==> src/rtl/dma_chan_pkg.sv <==
// shared constants and types of the dma channel count and control block
`default_nettype none
package dma_chan_pkg;
  localparam int NUM_CH = 4;
  localparam int NUM_EXT_CH = 2;
  localparam int NUM_PERIPH = 8;
  localparam int ADDR_W = 4;
  localparam int DATA_W = 16;
  // register map: count at index 2*ch, control at index 2*ch+1
  localparam logic [ADDR_W-1:0] REG_COUNT_BASE = 4'h0;
  localparam logic [ADDR_W-1:0] REG_CTRL_BASE = 4'h1;
  localparam int REG_STRIDE = 2;
  localparam logic [ADDR_W-1:0] REG_LAST_IDX = 4'h7;
  localparam logic [DATA_W-1:0] CTRL_RESET = 16'h0000;
  localparam logic [DATA_W-1:0] READ_UNMAPPED = 16'h0000;
  // control field positions
  localparam int DST_STEP_POS = 14;
  localparam int SRC_STEP_POS = 12;
  localparam int REQ_SRC_POS = 8;
  localparam int ACK_CYCLE_POS = 7;
  localparam int ACK_POL_POS = 6;
  localparam int DETECT_POS = 5;
  localparam int BUS_MODE_POS = 4;
  localparam int UNIT_SIZE_POS = 3;
  localparam int IRQ_EN_POS = 2;
  localparam int END_FLAG_POS = 1;
  localparam int ENABLE_POS = 0;
  localparam logic [DATA_W-1:0] LOW_CH_ONLY_MASK = 16'h00e0;
  // step codes
  localparam logic [1:0] STEP_FIXED = 2'h0;
  localparam logic [1:0] STEP_INC = 2'h1;
  localparam logic [1:0] STEP_DEC = 2'h2;
  localparam logic [1:0] STEP_RSVD = 2'h3;
  // request source codes
  localparam logic [3:0] REQ_EXT_DUAL = 4'h0;
  localparam logic [3:0] REQ_RSVD1 = 4'h1;
  localparam logic [3:0] REQ_EXT_SGL_M2D = 4'h2;
  localparam logic [3:0] REQ_EXT_SGL_D2M = 4'h3;
  localparam logic [3:0] REQ_PERIPH_FIRST = 4'h4;
  localparam logic [3:0] REQ_PERIPH_LAST = 4'hb;
  localparam logic [3:0] REQ_AUTO = 4'hc;
  localparam logic [DATA_W-1:0] COUNT_LAST = 16'h0001;
  // register port request
  typedef struct packed {
    logic wr;
    logic rd;
    logic [ADDR_W-1:0] addr;
    logic [DATA_W-1:0] wdata;
  } reg_req_t;
  // description of the bus cycle the engine is running
  typedef struct packed {
    logic active;
    logic [1:0] channel;
    logic write_phase;
    logic single_addr;
    logic word_unit;
    logic [2:0] src_step;
    logic [2:0] dst_step;
  } bus_cycle_t;
  typedef enum logic [1:0] {st_idle, st_read, st_write, st_gap} engine_state_t;
endpackage
`default_nettype wire

==> src/rtl/dma_channel_count_and_control.sv <==
// four-channel dma count registers, control registers and transfer sequencer
//
// Operation
// - count of one gives one unit, all ones 65535, zero gives 65536.
// - count register reads remaining units while transferring; not reset.
// - every control field clears to zero on reset and standby.
// - destination step 00 fixed, 01 up, 10 down; 1 or 2; 11 reserved.
// - destination step ignored in single mode, memory to acknowledged device.
// - source step 00 fixed, 01 up, 10 down; 1 or 2; 11 reserved.
// - source step ignored in single mode, acknowledged device to memory.
// - request source resets to 0000; codes 0, 2, 3 pick external pin.
// - codes 4-7 serial, 8-b timer match, c auto; d-f reserved.
// - external pin request codes exist only on channels 0 and 1.
// - ack cycle bit picks read or write cycle in dual mode only.
// - channels 0 and 1 choose acknowledge polarity; bit resets to zero.
// - bits 7 to 5 writable only on channels 0 and 1, else zero.
// - end flag readable, cleared by written 0, unchanged by written 1.
// - polarity 0 gives active high acknowledge, 1 active low.
// - end flag set on normal completion at zero count, not on abort.
// - unit size 0 byte, 1 word; sets step size and count unit.
`default_nettype none
module dma_channel_count_and_control (
  input wire logic i_clk,
  input wire logic i_rst,
  input wire logic i_standby,
  input wire dma_chan_pkg::reg_req_t i_bus,
  output logic [dma_chan_pkg::DATA_W-1:0] o_rdata,
  input wire logic [dma_chan_pkg::NUM_EXT_CH-1:0] i_transfer_request_in_n,
  input wire logic [dma_chan_pkg::NUM_PERIPH-1:0] i_periph_req,
  input wire logic i_master_enable,
  input wire logic i_halt,
  output logic [dma_chan_pkg::NUM_EXT_CH-1:0] o_transfer_acknowledge_out,
  output dma_chan_pkg::bus_cycle_t o_cycle,
  output logic [dma_chan_pkg::NUM_CH-1:0] o_end_irq
);
  import dma_chan_pkg::*;
  logic [DATA_W-1:0] channel_ctrl_reg [NUM_CH];
  logic [DATA_W-1:0] remaining_count_reg [NUM_CH];
  engine_state_t state;
  engine_state_t next_state;
  logic [1:0] cur;
  logic [1:0] next_cur;
  logic [NUM_EXT_CH-1:0] req_prev_n;
  logic [NUM_EXT_CH-1:0] edge_pend;
  logic [NUM_CH-1:0] can_run;
  logic [NUM_CH-1:0] request;
  logic [DATA_W-1:0] cur_ctrl;
  logic unit_done;
  logic last_unit;
  logic start;

  ////////////////////////////////////////////////////////////////////////////
  // helpers

  // a configuration the engine can legally run
  function automatic logic config_legal(input int ch, input logic [DATA_W-1:0] c);
    logic [3:0] rs;
    logic ok;
    rs = c[REQ_SRC_POS +: 4];
    ok = 1'b1;
    if (rs == REQ_RSVD1 || rs > REQ_AUTO)
      ok = 1'b0;
    // no pin source above channel 1
    if (ch >= NUM_EXT_CH && rs <= REQ_EXT_SGL_D2M)
      ok = 1'b0;
    // reserved destination step tolerated when ignored
    if (c[DST_STEP_POS +: 2] == STEP_RSVD && rs != REQ_EXT_SGL_M2D)
      ok = 1'b0;
    // reserved source step tolerated when ignored
    if (c[SRC_STEP_POS +: 2] == STEP_RSVD && rs != REQ_EXT_SGL_D2M)
      ok = 1'b0;
    return ok;
  endfunction

  // single address mode decode
  function automatic logic is_single(input logic [DATA_W-1:0] c);
    return c[REQ_SRC_POS +: 4] == REQ_EXT_SGL_M2D || c[REQ_SRC_POS +: 4] == REQ_EXT_SGL_D2M;
  endfunction

  // signed address step from a step code and unit size
  function automatic logic [2:0] step_val(input logic [1:0] code, input logic word);
    logic [2:0] s;
    s = 3'h0;
    case (code)
      STEP_INC: s = word ? 3'h2 : 3'h1;
      STEP_DEC: s = word ? 3'h6 : 3'h7;
      default: s = 3'h0;
    endcase
    return s;
  endfunction

  // request line picked by the source field
  function automatic logic src_request(input int ch, input logic [DATA_W-1:0] c,
                                       input logic [NUM_EXT_CH-1:0] pin_n,
                                       input logic [NUM_EXT_CH-1:0] pend,
                                       input logic [NUM_PERIPH-1:0] periph);
    logic [3:0] rs;
    logic r;
    rs = c[REQ_SRC_POS +: 4];
    r = 1'b0;
    if (rs == REQ_EXT_DUAL || rs == REQ_EXT_SGL_M2D || rs == REQ_EXT_SGL_D2M)
    begin
      if (ch < NUM_EXT_CH)
        r = c[DETECT_POS] ? pend[ch] : ~pin_n[ch];
    end
    else if (rs >= REQ_PERIPH_FIRST && rs <= REQ_PERIPH_LAST)
      r = periph[{rs[3], rs[1:0]}];
    else if (rs == REQ_AUTO)
      r = 1'b1;
    return r;
  endfunction

  ////////////////////////////////////////////////////////////////////////////
  // request qualification

  // enable, master enable, no halt, end flag clear, legal setup
  always_comb
  begin
    for (int ch = 0; ch < NUM_CH; ch++)
    begin
      // set end flag blocks the channel
      can_run[ch] = channel_ctrl_reg[ch][ENABLE_POS] & i_master_enable & ~i_halt
                    & ~channel_ctrl_reg[ch][END_FLAG_POS]
                    & config_legal(ch, channel_ctrl_reg[ch]);
      request[ch] = can_run[ch] & src_request(ch, channel_ctrl_reg[ch],
                                              i_transfer_request_in_n, edge_pend,
                                              i_periph_req);
    end
  end

  // falling edge capture of the request pins
  always_ff @(posedge i_clk or posedge i_rst)
  begin
    if (i_rst)
    begin
      req_prev_n <= '1;
      edge_pend <= '0;
    end
    else
    begin
      req_prev_n <= i_transfer_request_in_n;
      for (int ch = 0; ch < NUM_EXT_CH; ch++)
      begin
        if (i_standby)
          edge_pend[ch] <= 1'b0;
        else if (req_prev_n[ch] & ~i_transfer_request_in_n[ch])
          edge_pend[ch] <= 1'b1; // a new edge beats the consume
        else if (start && next_cur == 2'(ch))
          edge_pend[ch] <= 1'b0;
      end
    end
  end

  ////////////////////////////////////////////////////////////////////////////
  // transfer sequencer

  assign cur_ctrl = channel_ctrl_reg[cur];
  // unit that takes the count from one to zero is the last
  assign last_unit = remaining_count_reg[cur] == COUNT_LAST;
  assign unit_done = can_run[cur] &&
                     ((state == st_read && is_single(cur_ctrl)) || state == st_write);

  // next state and channel, fixed priority lowest index first
  always_comb
  begin
    next_state = state;
    next_cur = cur;
    start = 1'b0;
    case (state)
      st_idle:
      begin
        for (int ch = NUM_CH - 1; ch >= 0; ch--)
        begin
          if (request[ch])
          begin
            next_cur = 2'(ch);
            start = 1'b1;
          end
        end
        if (start)
          next_state = st_read;
      end
      st_read:
      begin
        // cleared enable or halt aborts without end flag
        if (!can_run[cur])
          next_state = st_idle;
        else if (!is_single(cur_ctrl))
          next_state = st_write;
        else if (!last_unit && cur_ctrl[BUS_MODE_POS] && request[cur])
          next_state = st_read;
        else
          next_state = st_gap;
      end
      st_write:
      begin
        if (!can_run[cur])
          next_state = st_idle;
        else if (!last_unit && cur_ctrl[BUS_MODE_POS] && request[cur])
          next_state = st_read;
        else
          next_state = st_gap;
      end
      st_gap:
        next_state = st_idle;
      default:
        next_state = st_idle;
    endcase
  end

  // state registers
  always_ff @(posedge i_clk or posedge i_rst)
  begin
    if (i_rst)
    begin
      state <= st_idle;
      cur <= 2'h0;
    end
    else if (i_standby)
    begin
      state <= st_idle;
      cur <= 2'h0;
    end
    else
    begin
      state <= next_state;
      cur <= next_cur;
    end
  end

  ////////////////////////////////////////////////////////////////////////////
  // control registers

  // software writes, standby clear, hardware end flag
  always_ff @(posedge i_clk or posedge i_rst)
  begin
    if (i_rst)
    begin
      for (int ch = 0; ch < NUM_CH; ch++)
        channel_ctrl_reg[ch] <= CTRL_RESET;
    end
    else
    begin
      for (int ch = 0; ch < NUM_CH; ch++)
      begin
        if (i_standby)
          channel_ctrl_reg[ch] <= CTRL_RESET;
        else
        begin
          if (i_bus.wr && i_bus.addr == 4'(REG_CTRL_BASE + REG_STRIDE * ch))
          begin
            // low-channel-only bits forced to zero above channel 1
            if (ch < NUM_EXT_CH)
              channel_ctrl_reg[ch] <= i_bus.wdata;
            else
              channel_ctrl_reg[ch] <= i_bus.wdata & ~LOW_CH_ONLY_MASK;
            channel_ctrl_reg[ch][END_FLAG_POS] <= channel_ctrl_reg[ch][END_FLAG_POS]
                                                  & i_bus.wdata[END_FLAG_POS];
          end
          // normal completion sets the flag, winning over a clear
          if (unit_done && last_unit && cur == 2'(ch))
            channel_ctrl_reg[ch][END_FLAG_POS] <= 1'b1;
        end
      end
    end
  end

  ////////////////////////////////////////////////////////////////////////////
  // count registers, no reset

  // software load or per-unit decrement
  always_ff @(posedge i_clk)
  begin
    for (int ch = 0; ch < NUM_CH; ch++)
    begin
      if (i_bus.wr && i_bus.addr == 4'(REG_COUNT_BASE + REG_STRIDE * ch))
        remaining_count_reg[ch] <= i_bus.wdata;
      else if (unit_done && cur == 2'(ch))
        remaining_count_reg[ch] <= remaining_count_reg[ch] - COUNT_LAST;
    end
  end

  ////////////////////////////////////////////////////////////////////////////
  // register read port

  // read data in the cycle after the strobe
  always_ff @(posedge i_clk or posedge i_rst)
  begin
    if (i_rst)
      o_rdata <= READ_UNMAPPED;
    else if (i_bus.rd)
    begin
      if (i_bus.addr > REG_LAST_IDX)
        o_rdata <= READ_UNMAPPED;
      else if (i_bus.addr[0])
        o_rdata <= channel_ctrl_reg[i_bus.addr[2:1]];
      else
        o_rdata <= remaining_count_reg[i_bus.addr[2:1]];
    end
  end

  ////////////////////////////////////////////////////////////////////////////
  // outputs

  // cycle description, decoded from flip-flops only
  always_comb
  begin
    o_cycle = '0;
    o_cycle.active = state == st_read || state == st_write;
    o_cycle.channel = cur;
    o_cycle.write_phase = state == st_write;
    o_cycle.single_addr = is_single(cur_ctrl);
    o_cycle.word_unit = cur_ctrl[UNIT_SIZE_POS];
    o_cycle.src_step = step_val(cur_ctrl[SRC_STEP_POS +: 2], cur_ctrl[UNIT_SIZE_POS]);
    o_cycle.dst_step = step_val(cur_ctrl[DST_STEP_POS +: 2], cur_ctrl[UNIT_SIZE_POS]);
    // memory to device ignores destination step
    if (cur_ctrl[REQ_SRC_POS +: 4] == REQ_EXT_SGL_M2D)
      o_cycle.dst_step = 3'h0;
    // device to memory ignores source step
    if (cur_ctrl[REQ_SRC_POS +: 4] == REQ_EXT_SGL_D2M)
      o_cycle.src_step = 3'h0;
  end

  // acknowledge pins of channels 0 and 1
  always_comb
  begin
    for (int ch = 0; ch < NUM_EXT_CH; ch++)
    begin
      logic hit;
      hit = 1'b0;
      if (cur == 2'(ch) && o_cycle.active)
      begin
        // single mode always, dual mode by cycle bit
        if (is_single(channel_ctrl_reg[ch]))
          hit = 1'b1;
        else
          hit = channel_ctrl_reg[ch][ACK_CYCLE_POS] == (state == st_write);
      end
      o_transfer_acknowledge_out[ch] = hit ^ channel_ctrl_reg[ch][ACK_POL_POS];
    end
  end

  // end request level per channel
  always_comb
  begin
    for (int ch = 0; ch < NUM_CH; ch++)
      o_end_irq[ch] = channel_ctrl_reg[ch][IRQ_EN_POS] & channel_ctrl_reg[ch][END_FLAG_POS];
  end

endmodule
`default_nettype wire

==> config.mk <==
export PLATFORM = sky130hd
export DESIGN_NAME = dma_channel_count_and_control
export DESIGN_NICKNAME = d
export VERILOG_FILES = /design/src/rtl/dma_chan_pkg.sv /design/src/rtl/dma_channel_count_and_control.sv
export SDC_FILE = /design/constraint.sdc
export NUM_CORES = 1
export LEC_CHECK = 0
export BUFFER_PORTS_ARGS = -buffer_cell sky130_fd_sc_hd__buf_2
export CORE_UTILIZATION = 53
export CTS_CLUSTER_SIZE = 8
export DETAILED_ROUTE_END_ITERATION = 8
export PLACE_DENSITY_LB_ADDON = 0.15
export SYNTH_ARGS = -nofsm -noshare
export SYNTH_HDL_FRONTEND = slang
export SYNTH_SLANG_ARGS = --single-unit
==> constraint.sdc <==
create_clock -name i_clk -period 5.52 [get_ports i_clk]
set_input_delay 1.104 -clock i_clk [delete_from_list [all_inputs] [get_ports i_clk]]
set_output_delay 1.104 -clock i_clk [all_outputs]
set_load 0.005 [all_outputs]
* Word level (Yosys, flattened, before mapping)
Memories as Yosys holds them, arrays and structs flattened.
Index checks and enable logic that the tools add are counted.
** Word-level totals
- Register bits :: 88
- Memories :: 1
- Bits in writable memories :: 64
- Output and inout bits :: 34
** Memory list
- remaining_count_reg :: depth 4, bits a word 16, read ports 6, clocked after Yosys merged registers in 0, write ports 4, line dma_channel_count_and_control.sv:38 : logic [DATA_W-1:0] remaining_count_reg [NUM_CH];
** Operators by class
- Reductions and logical operators :: 73
- Mux-type cells :: 119
- Add/subtract/negate cells :: 4
- Bitwise operators :: 45
- $lt $le $gt $ge :: 22
- Eq/ne operators :: 56
** Operators with widths (number)
- 2-to-1 mux 16 bit :: 18
- 2-to-1 mux 1 bit :: 75
- binary-select mux 16 bit (select 2 bit) :: 2
- subtractor 16 x 1 -> 16 bit, second input constant :: 4
- equality test 4 x 2 -> 1 bit, second input constant :: 12
- logical AND 1 bit :: 37
- inequality test 4 x 2 -> 1 bit, second input constant :: 8
- bitwise AND 1 bit :: 30
- equality test 2 bit, second input constant :: 14
- 2-to-1 mux 2 bit :: 13
- equality test 4 x 1 -> 1 bit, second input constant :: 5
- logical NOT 4 bit :: 5
- nonzero test 3 bit :: 6
- logical OR 1 bit :: 17
- equality test 16 x 1 -> 1 bit, second input constant :: 1
- equality test 4 x 3 -> 1 bit, second input constant :: 4
- equality test 4 bit, second input constant :: 4
- >= comparator 4 x 3 -> 1 bit, second input constant :: 4
- greater-than comparator 4 bit, second input constant :: 4
- <= comparator 4 bit, second input constant :: 4
- less-than comparator 3 x 4 -> 1 bit, second input constant :: 4
- binary-select mux 1 bit (select 3 bit) :: 4
- one-hot mux 3 bit (2 select lines) :: 2
- equality test 2 x 1 -> 1 bit, second input constant :: 5
- 16 further kinds :: 37

* Longest topological paths before layout
- Depth after elaboration :: 18
- Mapped depth :: 12
- Gate-level depth less buffers :: 9

* Least setup slack after synthesis
OpenSTA, ideal clock, no wires.
- Path type :: input port to flip-flop
- Start point :: input i_master_enable
- End point :: memory remaining_count_reg[3][0], enable pin
- Library setup time :: 435 ps
- Setup slack :: 1121 ps
- Buffers on the path :: 0
- Stages :: 5
- Arrival :: 3963 ps
- Cells stage by stage :: nor2b_1 -> nand4_1 -> nor4_1 -> o32ai_4 -> o41ai_1
** RTL lines
- start: declaration :: line dma_channel_count_and_control.sv:30 : input wire logic i_master_enable,
- end: declaration :: line dma_channel_count_and_control.sv:38

==> results.md <==
Outcome:
- The flow ran to the end, and the final reports show no timing, DRC or antenna violations.

Setup path:
- The critical-path maximum fanout is 19.
- The maximum cell stage delay along the critical path is 0.83 ns.
- The startpoint identified for the worst register-to-register timing path is cur[1].
- The buffers plus inverters on the worst setup path is 1.
- In this run the number of cells on the critical path is 6.
- The critical path is of the reg -> reg type.
- The endpoint identified for the worst register-to-register timing path is remaining_count_reg[1][15].
- The cell at the slowest stage of the critical path is dfrtp_1.
- The type of element capturing the critical path is a register.
- The count of cells along the worst register-to-register path is 6.
- For the worst setup path, the data arrival time is 4.06 ns.
- The cell family contributing the most delay on the critical path is simple AND/OR/NAND/NOR gates.
- STA classifies the critical path startpoint as a register.
- Walking the worst path, the cells encountered are inv_1 > nor4_1 > o32ai_4 > nor2_8 > and3_1 > mux2_2.
- At the worst endpoint, the required time is 5.70 ns.
- The register-to-register setup slack is 1.64 ns.

Placed design:
- The final HPWL from detailed placement is 20400 um.
- The final weighted congestion in routability-driven placement is 0.921.
- The number of buffers added on ports is 70.

Die:
- From bottom edge to top edge, the die measures 137 um.
- The initial utilization of the core area, before any placement, comes to 0.549.
- The die is 137 um wide.
- The die covers 18700 um2.
- The core box area is 17500 um2.
- In this run the core area contains 48 standard-cell rows.
- The number of top-level design ports is 71.

Finish:
- The count of antenna diodes in the layout is 0.
- In the layout the commonest cells are nand2_1, a21oi_1, nor2_1, dfrtp_1, buf_2.
- The growth of design area from synthesis to finish is 10.4%.
- The number of filler cells placed in the layout is 1521.
- The register with the most flip-flops in the layout has 64 of them.
- At the end of the flow the core is filled with cells to 0.605.
- The proportion of layout cells with a drive suffix above 1 is 0.160.
- The net count of the finished layout is 1100.
- The most common cell after layout, fill and taps aside is nand2_1.

Drt:
- In the routed layout, each cell is associated on average with a via count of 6.32.
- For this block, the routed nets add up to 28500 um of wire.
- The detailed-route wire length per cell is 22.3 um.
- The violation count after the first detailed-route iteration is 859.
- The total number of vias is 8075.
- Before antenna repair, the detailed router went through 5 iterations.
- The remaining number of nets flagged by the antenna check after routing is 0.
- In the routed design, unresolved DRC markers number 0.

Timing:
- Setup repair after global routing left no endpoint under its margin.
- Between clock sinks in the finished design, the worst skew comes to 0.00928 ns.
- The final hold violation count was 0.
- The relative max-transition margin is 0.218.
- Of the available clock period, the critical path in the final layout requires 0.704.
- The number of setup violations in the final report is 0.
- The final count of pins violating max slew was 0.
- Subtracting the final worst setup slack from the clock period gives 3.88 ns.
- Based on the critical path, the design can be clocked at up to 257 MHz.
- For the pin with the worst max-slew slack, the measured transition is 1.17 ns.
- The accumulated negative setup slack is 0 ns.

Yosys:
- When the netlist entered floorplanning its net count stood at 1069.
- Of the total synthesized cell area, the portion taken by AND, OR, NAND and NOR gates is 0.178.
- The synthesized netlist occupies a cell area of 9620 um2.
- The predominant post-synthesis flop cell is dfrtp_1.
- During synthesis, Yosys emitted a total of 0 warnings.
- The complex-gate fraction of the synthesized area is 0.142.
- The synthesized-area fraction occupied by adder cells is 0.0312.
- The fraction of registers with async set/reset is 0.562.
- Counting flops and latches in the post-synthesis netlist gives 146.
- After synthesis, the share of cell area in mux cells is 0.138.
- The xor and xnor fraction of the mapped netlist area is 0.0483.
- In this run, synthesis inferred 64 flip-flops with an integrated enable.
- A synthesized cell averages 9.54 um2.
- The number of distinct library cells after synthesis is 71.
- Synthesis produced 1008 cells.
- By area, the combinational part of the netlist is dominated by simple AND/OR/NAND/NOR gates.
- The sequential element share of the synthesized area is 0.413.

Power:
- The total power divided by cell area is 242 nW/um2.
- The internal portion of the total power is 1910 uW.
- The static leakage power is 0.00411 uW.
- Of the total power, the clock network draws 0.436.
- The worst-case IR drop observed on VDD is 0.195 mV.
- The share of total power dissipated in sequential elements is 0.462.
- Of the total power, the share spent switching nets is 0.258.
- The net switching component of the power is 662 uW.
- The power share of the combinational group is 0.102.

CTS:
- The clock input transition at the sequential cells of the worst setup and hold paths is 0.06 ns.
- For this design, the sink count on the clock tree is 146.
- The total CTS buffers is 17.
- The number of buffers on the longest clock path is 2.
- In this run, post-CTS hold repair placed 0 buffers.
- TritonCTS built the clock tree.
- The clock tree synthesis step divided the H-tree into 4 levels.
- The clock latency on the worst-skew pair is 0.43 ns.
- In this run the post-CTS setup repair buffer count came out at 0.
- The number of gates resized after cts is 0.
- The cell chosen for the clock root is clkbuf_16.

Worst hold path:
- The type of the most critical hold path is reg -> reg.
- For hold timing, the worst endpoint is o_rdata[7].
- Along the worst hold path, the cell count comes to 2.
- The critical hold path startpoint is o_rdata[7].

Global route:
- The first global-routing pass estimated 44600 um of wire.
- The global router's overall resource usage is 0.327.
- For this run the aggregate overflow at the end of global routing stands at 0.
- The number of global-route vias before repair came to 7694.
- Entering global routing, the biggest net connects 67 pins.
- The number of antenna violations at the first check in global routing came to 0.

Run:
- The tool flagged a number of max-cap violations equal to 0.
-- synthesized netlist by cell type (all sizes together) (9+ instances only) --
cell,number,area (um2)
clkbuf,47,176
edfxtp,64,1920
nand3,20,100
o21ai,30,150
mux4,25,563
nor4,26,163
a21oi,100,512
o31ai,10,75.1
xnor2,33,289
dfrtp,80,2000
nand2b,10,62.6
nor3,23,130
mux2i,50,500
and2,9,56.3
inv,50,188
mux2,21,267
a22oi,15,113
nor2,99,388
nand2,127,477
o211ai,16,125
xor2,20,175
buf,19,109
ha,24,300
-- routing by layer --
layer / GRT usage / wire length, um / vias to the layer above / part of all wire
met5: 0 / 0 / - / 0
met3: 0.0693 / 2240 / 59 / 0.079
li1: - / - / 3698 / -
met4: 0.135 / 999 / 0 / 0.035
met1: 0.445 / 12200 / 3969 / 0.43
met2: 0.505 / 13100 / 349 / 0.46
-- power by group through the flow --
stage / clock network, uW / logic [uW] / registers (uW)
after floorplan: 0 / 168 / 1200
after global placement: 0 / 258 / 1210
after detailed placement: 0 / 260 / 1210
after CTS: 1120 / 261 / 1190
after global routing: 1180 / 288 / 1190
final: 1120 / 263 / 1190
-- stage by stage --
| stage | hold WS [ns] | total power [uW] | cells | worst slack, ns | cell area (um2) |
|---|---|---|---|---|---|
| 5_1_grt | 0.519 | 2650 | 1277 | 1.41 | 10600 |
| 3_3_place_gp | 0.465 | 1470 | 1245 | 1.41 | 10100 |
| 3_5_place_dp | 0.472 | 1470 | 1245 | 1.33 | 10100 |
| 4_1_cts | 0.488 | 2570 | 1277 | 1.70 | 10600 |
| 6_report | 0.487 | 2570 | 1277 | 1.64 | 10600 |
| 2_1_floorplan | 0.475 | 1370 | 1008 | 1.12 | 9620 |
-- worst reg2reg max path: stages, from the launching register on --
cell,delay (ns)
dfrtp_1,0.83
inv_1,0.36
nor4_1,0.70
o32ai_4,0.30
nor2_8,0.22
and3_1,0.81
mux2_2,0.42
-- cell type report --
class                      count  area [um2]  area share
multi-input combinational    746        5200       0.490
sequential                   146        3980       0.375
clock buffer                  20         458      0.0431
timing repair buffer          78         410      0.0387
tap                          225         282      0.0265
inverter                      50         189      0.0178
clock inverter                12         104     0.00978
-- worst max-delay path by stage --
| stage | slack, ns | end | startpoint |
|---|---|---|---|
| 2_1_floorplan | 1.12 | remaining_count_reg[3][0] | i_master_enable |
| 3_3_place_gp | 1.41 | remaining_count_reg[1][6] | i_halt |
| 3_5_place_dp | 1.33 | remaining_count_reg[1][2] | i_halt |
| 4_1_cts | 1.70 | remaining_count_reg[1][6] | channel_ctrl_reg[43] |
| 5_1_grt | 1.41 | remaining_count_reg[1][4] | channel_ctrl_reg[59] |
| 6_report | 1.64 | remaining_count_reg[1][15] | cur[1] |
-- cells by family (layout without fill, tap and decap cells) --
kind of cell,count (synthesis),in the layout
adder cells (fa/ha/maj),24,24
flip-flops,146,146
XOR/XNOR,53,53
buffers and inverters,116,160
AO/OA/AOI/OAI,213,213
multiplexers,96,96
AND/OR/NAND/NOR,360,360
(Power assumes the default switching activity.)
